`src/srgt_cfg.svh`:
```
// Purpose: constants of the rectifier gate timing core
// Assumes: 100 MHz core clock
// Notes: times in ns, cycle counts derived from them
`ifndef SRGT_CFG_SVH
`define SRGT_CFG_SVH

`define SRGT_CLK_MHZ 100
// Least times round up, windows and longest times round down
`define SRGT_UP(ns) (((ns) * `SRGT_CLK_MHZ + 999) / 1000)
`define SRGT_DN(ns) (((ns) * `SRGT_CLK_MHZ) / 1000)

`define SRGT_T_DB_NS 150
`define SRGT_T_PROP_NS 200
`define SRGT_T_DTWIN_NS 125
`define SRGT_T_SHRINK_DT_NS 1250
`define SRGT_T_SHRINK_FB_NS 1400
`define SRGT_T_FB_PERIOD_NS 90000
`define SRGT_T_RNG_WIN_NS 350
`define SRGT_T_RNG_HI_NS 150
`define SRGT_T_SHRINK_RNG_NS 1200
`define SRGT_T_GREEN_SLOW_NS 3750
`define SRGT_T_GREEN_FAST_NS 1900
`define SRGT_T_PIN_FAULT_NS 2000
`define SRGT_T_GREEN_DH_NS 24000
`define SRGT_T_SCP_DB_NS 16000
`define SRGT_T_MAXON_NS 10500
`define SRGT_T_BLANK_NS 300

`define SRGT_DB_CYC `SRGT_UP(`SRGT_T_DB_NS)
`define SRGT_PROP_CYC `SRGT_UP(`SRGT_T_PROP_NS)
`define SRGT_DTWIN_CYC `SRGT_DN(`SRGT_T_DTWIN_NS)
`define SRGT_SHRINK_DT_CYC `SRGT_UP(`SRGT_T_SHRINK_DT_NS)
`define SRGT_SHRINK_FB_CYC `SRGT_UP(`SRGT_T_SHRINK_FB_NS)
`define SRGT_FB_PERIOD_CYC `SRGT_UP(`SRGT_T_FB_PERIOD_NS)
`define SRGT_RNG_WIN_CYC `SRGT_DN(`SRGT_T_RNG_WIN_NS)
`define SRGT_RNG_HI_CYC `SRGT_UP(`SRGT_T_RNG_HI_NS)
`define SRGT_SHRINK_RNG_CYC `SRGT_UP(`SRGT_T_SHRINK_RNG_NS)
`define SRGT_GREEN_SLOW_CYC `SRGT_UP(`SRGT_T_GREEN_SLOW_NS)
`define SRGT_GREEN_FAST_CYC `SRGT_UP(`SRGT_T_GREEN_FAST_NS)
`define SRGT_PIN_FAULT_CYC `SRGT_UP(`SRGT_T_PIN_FAULT_NS)
`define SRGT_GREEN_DH_CYC `SRGT_UP(`SRGT_T_GREEN_DH_NS)
`define SRGT_SCP_DB_CYC `SRGT_UP(`SRGT_T_SCP_DB_NS)
`define SRGT_MAXON_CYC `SRGT_DN(`SRGT_T_MAXON_NS)
`define SRGT_BLANK_CYC `SRGT_UP(`SRGT_T_BLANK_NS)
`define SRGT_GREEN_RUN 7

// Register map, byte addresses
`define SRGT_OFF_CTRL 8'h00
`define SRGT_OFF_DEAD 8'h04
`define SRGT_OFF_STAT 8'h08
`define SRGT_OFF_DUR0 8'h0C
`define SRGT_OFF_DUR1 8'h10
`define SRGT_CTRL_EN_BIT 0
`define SRGT_CTRL_CLR_BIT 1
`define SRGT_CTRL_RST 1'h1
`define SRGT_DEAD_RST 13'h001E

`endif

```
`src/srgt_pkg.sv`:
```
// Purpose: types of the rectifier gate timing core
// Assumes: nothing
// Notes: constants live in srgt_cfg.svh
package srgt_pkg;
  typedef enum logic [2:0] {
    ST_WAIT_LOW,
    ST_PROP,
    ST_ON,
    ST_COND
  } srgt_state_e;
  typedef logic [12:0] srgt_dur_t;
  typedef logic [7:0] srgt_addr_t;
endpackage

```
`src/srgt_top.sv`:
```
// Purpose: timing core of a two-gate synchronous rectifier controller
// Assumes: comparator flags arrive asynchronously; APB register access
// Notes: dead time is a software register in core cycles
//
// Chosen here: the address map and the APB interface to the registers.
`timescale 1ns/10ps
`include "srgt_cfg.svh"
module srgt_top #(
  parameter int unsigned FB_PERIOD_CYC = `SRGT_FB_PERIOD_CYC
) (
  input wire logic i_clk, // 100 MHz core clock
  input wire logic i_rst_b, // sync reset, active low
  input wire logic [1:0] i_drain_sense_low, // drain below 2 V, per channel
  input wire logic i_pin_short_level, // program_resistor_pin below short level
  input wire logic i_pin_open_level, // program_resistor_pin above open level
  input wire logic i_fast_switching_mode, // pin level selects fast mode
  input wire logic i_feedback_rise, // feedback current rose over 20 percent
  input wire logic i_feedback_short, // supply minus feedback below 0.3 V
  input wire logic i_supply_ov, // supply above 27 V
  input wire logic i_temp_hot, // die above 140 C
  input wire logic i_temp_cool, // die below 120 C
  input wire logic i_psel, // APB select
  input wire logic i_penable, // APB enable
  input wire logic i_pwrite, // APB write
  input wire srgt_pkg::srgt_addr_t i_paddr, // APB byte address
  input wire logic [31:0] i_pwdata, // APB write data
  output logic [31:0] o_prdata, // APB read data
  output logic o_pready, // APB ready
  output logic o_pslverr, // APB error on unmapped address
  output logic [1:0] o_gate, // rectifier gate commands
  output logic o_green, // green mode active
  output logic o_disabled // any protection holding gates off
);
  import srgt_pkg::*;

  function automatic logic [2:0] srgt_sel(input srgt_addr_t a);
    case (a)
      `SRGT_OFF_CTRL: srgt_sel = 3'h0;
      `SRGT_OFF_DEAD: srgt_sel = 3'h1;
      `SRGT_OFF_STAT: srgt_sel = 3'h2;
      `SRGT_OFF_DUR0: srgt_sel = 3'h3;
      `SRGT_OFF_DUR1: srgt_sel = 3'h4;
      default: srgt_sel = 3'h7;
    endcase
  endfunction

  // Synchronised and filtered flags
  logic short_lvl, short_held, open_lvl, open_held;
  logic fast_lvl, fbr_lvl, fbs_lvl, fbs_held, ov_lvl, hot_lvl, cool_lvl;
  logic [1:0] sense_lvl, sense_db;

  srgt_persist #(.CYC(`SRGT_PIN_FAULT_CYC + 1)) u_short (
    .i_clk(i_clk), .i_rst_b(i_rst_b), .i_async(i_pin_short_level),
    .o_level(short_lvl), .o_held(short_held));
  srgt_persist #(.CYC(`SRGT_PIN_FAULT_CYC + 1)) u_open (
    .i_clk(i_clk), .i_rst_b(i_rst_b), .i_async(i_pin_open_level),
    .o_level(open_lvl), .o_held(open_held));
  srgt_persist #(.CYC(1)) u_fast (
    .i_clk(i_clk), .i_rst_b(i_rst_b), .i_async(i_fast_switching_mode),
    .o_level(fast_lvl), .o_held());
  srgt_persist #(.CYC(1)) u_fbr (
    .i_clk(i_clk), .i_rst_b(i_rst_b), .i_async(i_feedback_rise),
    .o_level(fbr_lvl), .o_held());
  srgt_persist #(.CYC(`SRGT_SCP_DB_CYC)) u_fbs (
    .i_clk(i_clk), .i_rst_b(i_rst_b), .i_async(i_feedback_short),
    .o_level(fbs_lvl), .o_held(fbs_held));
  srgt_persist #(.CYC(1)) u_ov (
    .i_clk(i_clk), .i_rst_b(i_rst_b), .i_async(i_supply_ov),
    .o_level(ov_lvl), .o_held());
  srgt_persist #(.CYC(1)) u_hot (
    .i_clk(i_clk), .i_rst_b(i_rst_b), .i_async(i_temp_hot),
    .o_level(hot_lvl), .o_held());
  srgt_persist #(.CYC(1)) u_cool (
    .i_clk(i_clk), .i_rst_b(i_rst_b), .i_async(i_temp_cool),
    .o_level(cool_lvl), .o_held());

  // Registers
  logic ctrl_en_q;
  srgt_dur_t dead_q;
  logic [31:0] prdata_q;
  logic wr_en;
  logic clr_req;
  assign wr_en = i_psel & i_penable & i_pwrite;
  assign clr_req = wr_en & (srgt_sel(i_paddr) == 3'h0) & i_pwdata[`SRGT_CTRL_CLR_BIT];

  // Protection state
  logic pin_fault_q, scp_q, ot_q, fbr_q;
  logic [13:0] fb_tmr_q;
  logic [1:0] green_q;
  logic green_any, allowed;
  srgt_dur_t dur_q [2];

  assign green_any = |green_q;
  // any of these holds both gates low
  assign allowed = ctrl_en_q & ~pin_fault_q & ~scp_q & ~ov_lvl & ~ot_q & ~green_any;

  always_ff @(posedge i_clk) begin
    if (!i_rst_b) begin
      pin_fault_q <= 1'b0;
    end else if (short_held | open_held) begin
      pin_fault_q <= 1'b1;
    end else if (clr_req) begin
      pin_fault_q <= 1'b0;
    end
  end

  always_ff @(posedge i_clk) begin
    if (!i_rst_b) begin
      scp_q <= 1'b0;
    end else if (fbs_held) begin
      scp_q <= 1'b1;
    end else if (clr_req) begin
      scp_q <= 1'b0;
    end
  end

  // Hysteresis: set above 140 C, released only once below 120 C
  always_ff @(posedge i_clk) begin
    if (!i_rst_b) begin
      ot_q <= 1'b0;
    end else if (hot_lvl) begin
      ot_q <= 1'b1;
    end else if (cool_lvl) begin
      ot_q <= 1'b0;
    end
  end

  // Each new rise report restarts the shrink period
  always_ff @(posedge i_clk) begin
    if (!i_rst_b) begin
      fbr_q <= 1'b0;
      fb_tmr_q <= 14'h0000;
    end else begin
      fbr_q <= fbr_lvl;
      if (fbr_lvl & ~fbr_q) begin
        fb_tmr_q <= 14'(FB_PERIOD_CYC);
      end else if (fb_tmr_q != 14'h0000) begin
        fb_tmr_q <= fb_tmr_q - 14'h0001;
      end
    end
  end

  srgt_dur_t green_thr;
  assign green_thr = fast_lvl ? 13'(`SRGT_GREEN_FAST_CYC) : 13'(`SRGT_GREEN_SLOW_CYC);

  genvar g;
  generate
    for (g = 0; g < 2; g++) begin : g_ch
      srgt_persist #(.CYC(`SRGT_DB_CYC)) u_sense (
        .i_clk(i_clk), .i_rst_b(i_rst_b), .i_async(i_drain_sense_low[g]),
        .o_level(sense_lvl[g]), .o_held(sense_db[g]));

      srgt_state_e st_q;
      logic sl, sl_q, fall, rise;
      srgt_dur_t lo_cnt_q, tgt_q, shrink, sum, tgt_d;
      logic [4:0] prop_q;
      logic [10:0] on_cnt_q;
      logic [3:0] win_q;
      logic [5:0] sd_q;
      logic [4:0] rhi_q;
      logic ring_arm_q, ring_pend_q, dt_pend_q;
      logic [11:0] hi_run_q;
      logic [2:0] srun_q, lrun_q;
      logic start, turn_off;

      assign sl = sense_lvl[g];
      assign fall = sl & ~sl_q;
      assign rise = ~sl & sl_q;
      assign start = (st_q == ST_PROP) & (prop_q == 5'(`SRGT_PROP_CYC - 1)) & sl;

      // Largest single shrink applies
      always_comb begin
        shrink = 13'h0000;
        if (dt_pend_q) begin
          shrink = 13'(`SRGT_SHRINK_DT_CYC);
        end
        if (ring_pend_q && shrink < 13'(`SRGT_SHRINK_RNG_CYC)) begin
          shrink = 13'(`SRGT_SHRINK_RNG_CYC);
        end
        if (fb_tmr_q != 14'h0000 && shrink < 13'(`SRGT_SHRINK_FB_CYC)) begin
          shrink = 13'(`SRGT_SHRINK_FB_CYC);
        end
        sum = dead_q + shrink;
        if (sum < dead_q) begin
          sum = 13'h1FFF;
        end
        tgt_d = (dur_q[g] > sum) ? dur_q[g] - sum : 13'h0000;
      end

      always_ff @(posedge i_clk) begin
        if (!i_rst_b) begin
          sl_q <= 1'b0;
        end else begin
          sl_q <= sl;
        end
      end

      // Conduction timer keeps running in green mode so exit can be seen
      always_ff @(posedge i_clk) begin
        if (!i_rst_b) begin
          lo_cnt_q <= 13'h0000;
          dur_q[g] <= 13'h0000;
        end else begin
          if (fall) begin
            lo_cnt_q <= 13'h0001;
          end else if (sl && lo_cnt_q != 13'h1FFF) begin
            lo_cnt_q <= lo_cnt_q + 13'h0001;
          end
          if (rise) begin
            dur_q[g] <= lo_cnt_q;
          end
        end
      end

      assign turn_off = (st_q == ST_ON) & (
        ({2'h0, on_cnt_q} + 13'h0001 >= tgt_q) |
        (on_cnt_q + 11'h001 >= 11'(`SRGT_MAXON_CYC)) |
        (~sl & (on_cnt_q >= 11'(`SRGT_BLANK_CYC))) |
        ~allowed);

      always_ff @(posedge i_clk) begin
        if (!i_rst_b) begin
          st_q <= ST_WAIT_LOW;
          prop_q <= 5'h00;
          on_cnt_q <= 11'h000;
          tgt_q <= 13'h0000;
          o_gate[g] <= 1'b0;
        end else begin
          case (st_q)
            ST_WAIT_LOW: begin
              prop_q <= 5'h00;
              if (sense_db[g]) begin
                st_q <= ST_PROP;
              end
            end
            ST_PROP: begin
              prop_q <= prop_q + 5'h01;
              tgt_q <= tgt_d;
              if (!sl) begin
                st_q <= ST_WAIT_LOW;
              end else if (start) begin
                on_cnt_q <= 11'h000;
                if (allowed && tgt_d != 13'h0000) begin
                  st_q <= ST_ON;
                  o_gate[g] <= 1'b1;
                end else begin
                  st_q <= ST_COND;
                end
              end
            end
            ST_ON: begin
              on_cnt_q <= on_cnt_q + 11'h001;
              if (turn_off) begin
                o_gate[g] <= 1'b0;
                st_q <= sl ? ST_COND : ST_WAIT_LOW;
              end
            end
            ST_COND: begin
              if (!sl) begin
                st_q <= ST_WAIT_LOW;
              end
            end
            default: begin
              st_q <= ST_WAIT_LOW;
              o_gate[g] <= 1'b0;
            end
          endcase
        end
      end

      // Dead-time window opens at turn-off; pending shrink used by next gate
      always_ff @(posedge i_clk) begin
        if (!i_rst_b) begin
          win_q <= 4'h0;
          dt_pend_q <= 1'b0;
        end else begin
          if (turn_off) begin
            win_q <= 4'(`SRGT_DTWIN_CYC);
          end else if (win_q != 4'h0) begin
            win_q <= win_q - 4'h1;
          end
          if ((turn_off & ~sl) | (rise & (win_q != 4'h0))) begin
            dt_pend_q <= 1'b1;
          end else if (start) begin
            dt_pend_q <= 1'b0;
          end
        end
      end

      // Ringing: a brief low followed by a real high counts only once armed
      always_ff @(posedge i_clk) begin
        if (!i_rst_b) begin
          sd_q <= 6'h00;
          rhi_q <= 5'h00;
          ring_arm_q <= 1'b0;
          ring_pend_q <= 1'b0;
        end else begin
          if (fall) begin
            sd_q <= 6'h01;
          end else if (sl && sd_q != 6'h3F) begin
            sd_q <= sd_q + 6'h01;
          end
          if (sl) begin
            ring_arm_q <= 1'b0;
            rhi_q <= 5'h00;
          end else if (rise && sd_q < 6'(`SRGT_RNG_WIN_CYC)) begin
            ring_arm_q <= 1'b1;
            rhi_q <= 5'h01;
          end else if (ring_arm_q) begin
            rhi_q <= rhi_q + 5'h01;
            if (rhi_q >= 5'(`SRGT_RNG_HI_CYC)) begin
              ring_arm_q <= 1'b0;
            end
          end
          if (ring_arm_q && !sl && rhi_q >= 5'(`SRGT_RNG_HI_CYC)) begin
            ring_pend_q <= 1'b1;
          end else if (start) begin
            ring_pend_q <= 1'b0;
          end
        end
      end

      // Green entry by seven short cycles or a long drain high; exit by seven long cycles
      always_ff @(posedge i_clk) begin
        if (!i_rst_b) begin
          srun_q <= 3'h0;
          lrun_q <= 3'h0;
          hi_run_q <= 12'h000;
          green_q[g] <= 1'b0;
        end else begin
          if (sl) begin
            hi_run_q <= 12'h000;
          end else if (hi_run_q != 12'hFFF) begin
            hi_run_q <= hi_run_q + 12'h001;
          end
          if (rise) begin
            if (lo_cnt_q < green_thr) begin
              lrun_q <= 3'h0;
              srun_q <= (srun_q == 3'(`SRGT_GREEN_RUN)) ? srun_q : srun_q + 3'h1;
            end else begin
              srun_q <= 3'h0;
              lrun_q <= (lrun_q == 3'(`SRGT_GREEN_RUN)) ? lrun_q : lrun_q + 3'h1;
            end
          end
          if (hi_run_q > 12'(`SRGT_GREEN_DH_CYC)) begin
            green_q[g] <= 1'b1;
          end else if (rise && lo_cnt_q < green_thr
                       && srun_q == 3'(`SRGT_GREEN_RUN - 1)) begin
            green_q[g] <= 1'b1;
          end else if (rise && lo_cnt_q >= green_thr
                       && lrun_q == 3'(`SRGT_GREEN_RUN - 1)) begin
            green_q[g] <= 1'b0;
          end
        end
      end
    end
  endgenerate

  // APB: zero wait states, read data captured in the setup cycle
  always_ff @(posedge i_clk) begin
    if (!i_rst_b) begin
      ctrl_en_q <= `SRGT_CTRL_RST;
      dead_q <= `SRGT_DEAD_RST;
    end else if (wr_en) begin
      case (srgt_sel(i_paddr))
        3'h0: ctrl_en_q <= i_pwdata[`SRGT_CTRL_EN_BIT];
        3'h1: dead_q <= i_pwdata[12:0];
        default: ctrl_en_q <= ctrl_en_q;
      endcase
    end
  end

  always_ff @(posedge i_clk) begin
    if (!i_rst_b) begin
      prdata_q <= 32'h00000000;
    end else if (i_psel && !i_penable) begin
      case (srgt_sel(i_paddr))
        3'h0: prdata_q <= {31'h00000000, ctrl_en_q};
        3'h1: prdata_q <= {19'h00000, dead_q};
        3'h2: prdata_q <= {23'h000000, fb_tmr_q != 14'h0000, ot_q, ov_lvl, scp_q,
                           pin_fault_q, green_q, o_gate};
        3'h3: prdata_q <= {19'h00000, dur_q[0]};
        3'h4: prdata_q <= {19'h00000, dur_q[1]};
        default: prdata_q <= 32'h00000000;
      endcase
    end
  end

  assign o_prdata = prdata_q;
  assign o_pready = 1'b1;
  assign o_pslverr = i_psel & i_penable & (srgt_sel(i_paddr) == 3'h7);
  assign o_green = green_any;
  assign o_disabled = pin_fault_q | scp_q | ov_lvl | ot_q | ~ctrl_en_q;
endmodule

```
`src/srgt_persist.sv`:
```
// Purpose: two-stage synchroniser with persistence counter
// Assumes: i_async comes from outside the clock domain
// Notes: o_held rises once the level has stood high CYC cycles
`timescale 1ns/10ps
module srgt_persist #(
  parameter int unsigned CYC = 1
) (
  input wire logic i_clk, // core clock
  input wire logic i_rst_b, // sync reset, active low
  input wire logic i_async, // raw comparator flag
  output logic o_level, // synchronised level
  output logic o_held // level stood CYC cycles
);
  logic meta_q;
  logic sync_q;
  logic [15:0] cnt_q;

  always_ff @(posedge i_clk) begin
    if (!i_rst_b) begin
      meta_q <= 1'b0;
      sync_q <= 1'b0;
    end else begin
      meta_q <= i_async;
      sync_q <= meta_q;
    end
  end

  always_ff @(posedge i_clk) begin
    if (!i_rst_b) begin
      cnt_q <= 16'h0000;
    end else if (!sync_q) begin
      cnt_q <= 16'h0000;
    end else if (cnt_q != 16'hFFFF) begin
      cnt_q <= cnt_q + 16'h0001;
    end
  end

  assign o_level = sync_q;
  assign o_held = (cnt_q >= 16'(CYC));
endmodule

```
`config.mk`:
```
export PLATFORM = sky130hd
export DESIGN_NAME = srgt_top
export DESIGN_NICKNAME = d
export VERILOG_FILES = /design/src/srgt_pkg.sv /design/src/srgt_top.sv /design/src/srgt_persist.sv
export VERILOG_INCLUDE_DIRS = /design/src
export SDC_FILE = /design/constraint.sdc
export NUM_CORES = 1
export LEC_CHECK = 0
export BUFFER_PORTS_ARGS = -buffer_cell sky130_fd_sc_hd__buf_2
export CAP_MARGIN = 20
export CORE_UTILIZATION = 50
export CTS_CLUSTER_DIAMETER = 60
export DETAILED_ROUTE_END_ITERATION = 16
export PLACE_DENSITY = 0.78
export SYNTH_ARGS = -nofsm -noshare
export SYNTH_HDL_FRONTEND = slang
export SYNTH_HIERARCHICAL = 1
export SYNTH_SLANG_ARGS = --single-unit
export TNS_END_PERCENT = 30
```
`constraint.sdc`:
```
create_clock -name i_clk -period 15.6 [get_ports i_clk]
set_input_delay 4.68 -clock i_clk [delete_from_list [all_inputs] [get_ports i_clk]]
set_output_delay 4.68 -clock i_clk [all_outputs]
set_load 0.01 [all_outputs]
```
---- Word-level counts from Yosys, hierarchy flattened ----
Memories as Yosys holds them, arrays and structs flattened.
Index checks and enable logic that the tools add are counted.
storage, ports and cells
  register bits ........................... 332
  memories kept ........................... 1
  output and inout bits ................... 38
  bits in writable memories ............... 26
memory list
  name   words  width  rd ports  clocked after memory_dff  wr ports  RTL line        RTL
  dur_q  2      13     2         0                         2         srgt_top.sv:91  srgt_dur_t dur_q [2];
operators by class
  reduce and logical (&&, ||, !) cells .... 90
  multiplexer cells ....................... 109
  $add $sub $neg .......................... 30
  bitwise gates (word level) .............. 57
  equality and inequality tests ........... 55
  magnitude comparators ................... 29
operators with widths
  cell                   count
  $mux 13                10
  $add 16x1->16 const B  5
  $ne 16x16->1 const B   5
  $mux 3                 22
  $pmux 13 s5            1
  $mux 1                 52
  $mux 11                4
  $pmux 11 s2            2
  $reduce_bool 2->1      20
  $ge 16x4->1 const B    2
  $ge 16x8->1 const B    2
  $eq 3x3->1 const B     10
  $mux 14                2
  $and 1x1->1            27
  $add 13x1->13 const B  2
  $add 13x13->13         2
  $ge 12x13->1           2
  $ge 13x9->1            2
  $gt 13x13->1           2
  $lt 13x13->1           2
  $lt 13x7->1 const B    2
  $lt 13x8->1 const B    2
  $lt 13x9->1            2
  $ne 13x13->1 const B   2
  50 further kinds       186

---- Longest topological paths before layout ----
  word-level depth ........................ 18
  mapped depth ............................ 32
  mapped depth without buffers ............ 30

---- Modules after synthesis ----
Netlist, hierarchy kept.
by module, submodules not included
  module                              seq. area each (um^2)  cells an instance  area each (um^2)  times used
  srgt_top                            5004.8                 1841               15098.2           1
  srgt_persist (u_cool ...)           360.3                  105                935.9             5
  srgt_persist (u_open ...)           360.3                  98                 873.3             2
  srgt_persist (g_ch[0].u_sense ...)  360.3                  104                870.8             2
  srgt_persist (u_fbs)                360.3                  101                894.6             1

---- Least setup slack after synthesis ----
No wires, ideal clock.
  path kind ............................... input port to output port
  start point ............................. input i_paddr[1]
  end point ............................... output o_pslverr
  required time ........................... 10.920 ns
  arrival time ............................ 5.127 ns
  stages on the path ...................... 3
  path slack .............................. 5.793 ns
  buffers on the path ..................... 0
  path through ............................ nor3_1 and2_1 a21oi_1
between the ends
  longest elaborated chain between the ends .. 4
ends and longest elaborated chain
  element                                   RTL line         RTL
  start, declared                           srgt_top.sv:25   input wire srgt_pkg::srgt_addr_t i_paddr,
  $eq 8x5->1, or another cell as far along  srgt_top.sv:37   case (a)
  $pmux 3 s5 *                              srgt_top.sv:37
  $eq 3x3->1 *                              srgt_top.sv:391  assign o_pslverr = i_psel & i_penable & (srgt_sel(i_paddr) == 3'h7);
  $and 1x1->1 *                             srgt_top.sv:391
  end, declared                             srgt_top.sv:29   output logic o_pslverr,
Every way passes the cells marked *; elsewhere a longest branch is shown, timed or not.

---- Final worst setup path ----
Ends and elaborated chain as after synthesis.

==> reports/metrics.csv <==
metric,value,unit
Num Clock Sinks,337,
"Slew Viols, Final",0,
Tcrit/Tclk final,64.6,%
DRC violations left,0,
CTS tree,yes,
global-route usage over all layers,23.2,%
"Net count, final",2581,
Site Rows,72,
Fin. Hold Viols,0,
Worst VDD drop,0.0000739,V
hold-fix buffers at CTS,0,
"Req. time, crit path",10.92,ns
Reg2Reg Depth,29,
synthesis-to-layout area growth,9.06,%
CP startpoint,i_paddr[1],
setup_tns,0,ns
r2r startpoint,fb_tmr_q[0],
Layout Utilization,55.5,%
layout cell share with drive strength beyond 1,7.16,%
Slew Limit Headroom,22.5,%
DRT Pass-1 Iters,5,
Skew-Pair Late Insertion Delay,0.56,ns
Mapped Cells,2366,
outcome,finished clean,
Initial Utilization,50.9,%
Post-DP HPWL,34600,um
crit path kind,input pin to primary output,
Leak Pwr,8.40,nW
maxcap violations,0,
CP endpoint,o_pslverr,
Root Buffer,clkbuf_16,
die height,201,um
CTS resizes,0,
largest net degree at the start of global routing,76,
FMAX,0.0992,GHz
Critical Path Source Type,input pin,
Num CTS Buffers,39,
worst clock skew,0.0217,ns
Worst Hold Class,register to register,
Worst Path Arrival,5.40,ns
antenna-violating nets left,0,
routability cong.,0.980,
clk buf depth,3,
initial antenna violation count,0,
# setup viols final,0,
# IOs,93,
n_diodes,0,
P per Cell Area,126,nW/um^2
clk slew on worst S/H paths,0.06,ns
Final Critical Period,10.08,ns
RSZ-0062 raised after global routing,false,
CP Max Fanout,2,
r2r setup slk,7.08,ns
drt wl/cell,16.1,um
routed vias/inst,5.88,
IO buf count,53,
crit end category,primary output,
Post-CTS Setup Inserts,0,
"worst slack, placed",5.52,ns
vias in the first global route,16400,
initial detailed-routing violation count,1255,
Synthesis Warnings,6,
via total after detailed routing,17200,
Core Footprint,38800,um^2
Die Span X,201,um
Slew @ Worst Pin,1.16,ns
gr ovfl total,0,
"Cell Area, Synth",19700,um^2
total wire length,47100,um
Worst Slack Setup Final,5.52,ns
syn avg cell area,8.34,um^2
die area,40300,um^2
reg-to-reg critical path endpoint,g_ch[0].st_q[0],
H-tree depth,2,
global-route wire length before repair,79100,um
==> state kept, by name (all words and copies together) (netlist names), 4 cells and up <==
name / cells
dead_q: 13
dur_q: 26
fb_tmr_q: 14
g_ch.hi_run_q: 24
g_ch.lo_cnt_q: 26
g_ch.lrun_q: 6
g_ch.on_cnt_q: 22
g_ch.prop_q: 10
g_ch.rhi_q: 10
g_ch.sd_q: 12
g_ch.srun_q: 6
g_ch.st_q: 4
g_ch.tgt_q: 26
g_ch.u_sense/cnt_q: 32
g_ch.win_q: 8
o_prdata: 13
u_fbs/cnt_q: 16
u_open/cnt_q: 16
u_short/cnt_q: 16
==> cells in the final DEF (no fill, tap or decap), drive strengths merged, types with 26 or more instances in the layout <==
master and count:
a211oi 26, a21oi 165, a31oi 35, and2 36
and3 65, buf 61, clkbuf 53, dfxtp 311
edfxtp 26, ha 149, inv 120, nand2 203
nand3 112, nand4 46, nor2 258, nor3 76
nor4 30, o21ai 64, or3 33, xnor2 66
xor2 82
==> final cells by class <==
type,count,area [um^2]
Inverter,119,448
Timing Repair Buffer,62,330
Fill cell,3529,17300
Clock buffer,52,1140
Clock inverter,16,149
Tap cell,518,648
Sequential cell,337,7010
Multi-Input combinational cell,1816,11800
==> how the worst min path moves through the flow <==
stage / from / endpoint / slack [ns] / cells after the start
2_1_floorplan: g_ch[0].u_sense/meta_q / g_ch[0].u_sense/o_level / 0.41 / 1
3_3_place_gp: u_fast/meta_q / u_fast/o_level / 0.42 / 1
3_5_place_dp: u_fbr/meta_q / u_fbr/o_level / 0.42 / 1
4_1_cts: u_fbr/meta_q / u_fbr/o_level / 0.44 / 1
5_1_grt: u_open/meta_q / u_open/o_level / 0.45 / 1
6_report: g_ch[0].u_sense/meta_q / g_ch[0].u_sense/o_level / 0.43 / 1
==> power by group <==
part	total [mW]	switching, mW	internal [mW]
clock network	0.905	0.372	0.533
registers	0.950	0.0381	0.912
logic	0.848	0.515	0.333
==> worst max-delay path, cell delays in order <==
cell	delay [ns]
buf_2	0.09
nor3_1	0.23
and2_1	0.18
a21oi_1	0.07
buf_2	0.14
==> routing by layer <==
metal,vias to the layer above,wire length [um],track usage [%]
met5,-,0,0
met4,0,1300,7.96
met3,83,2300,3.54
met2,384,22400,39.7
met1,8202,21200,29.8
li1,8512,-,-
==> through the flow <==
stage	cell area, um^2	power (mW)	hold WS (ns)	cells
2_1_floorplan	19800	1.63	0.412	2384
6_report	21500	2.70	0.430	2920
3_5_place_dp	20200	1.80	0.419	2850
5_1_grt	21500	2.87	0.453	2920
4_1_cts	21500	2.71	0.435	2918
3_3_place_gp	20200	1.77	0.415	2850
Note: power is estimated with default switching activity, not from simulation.
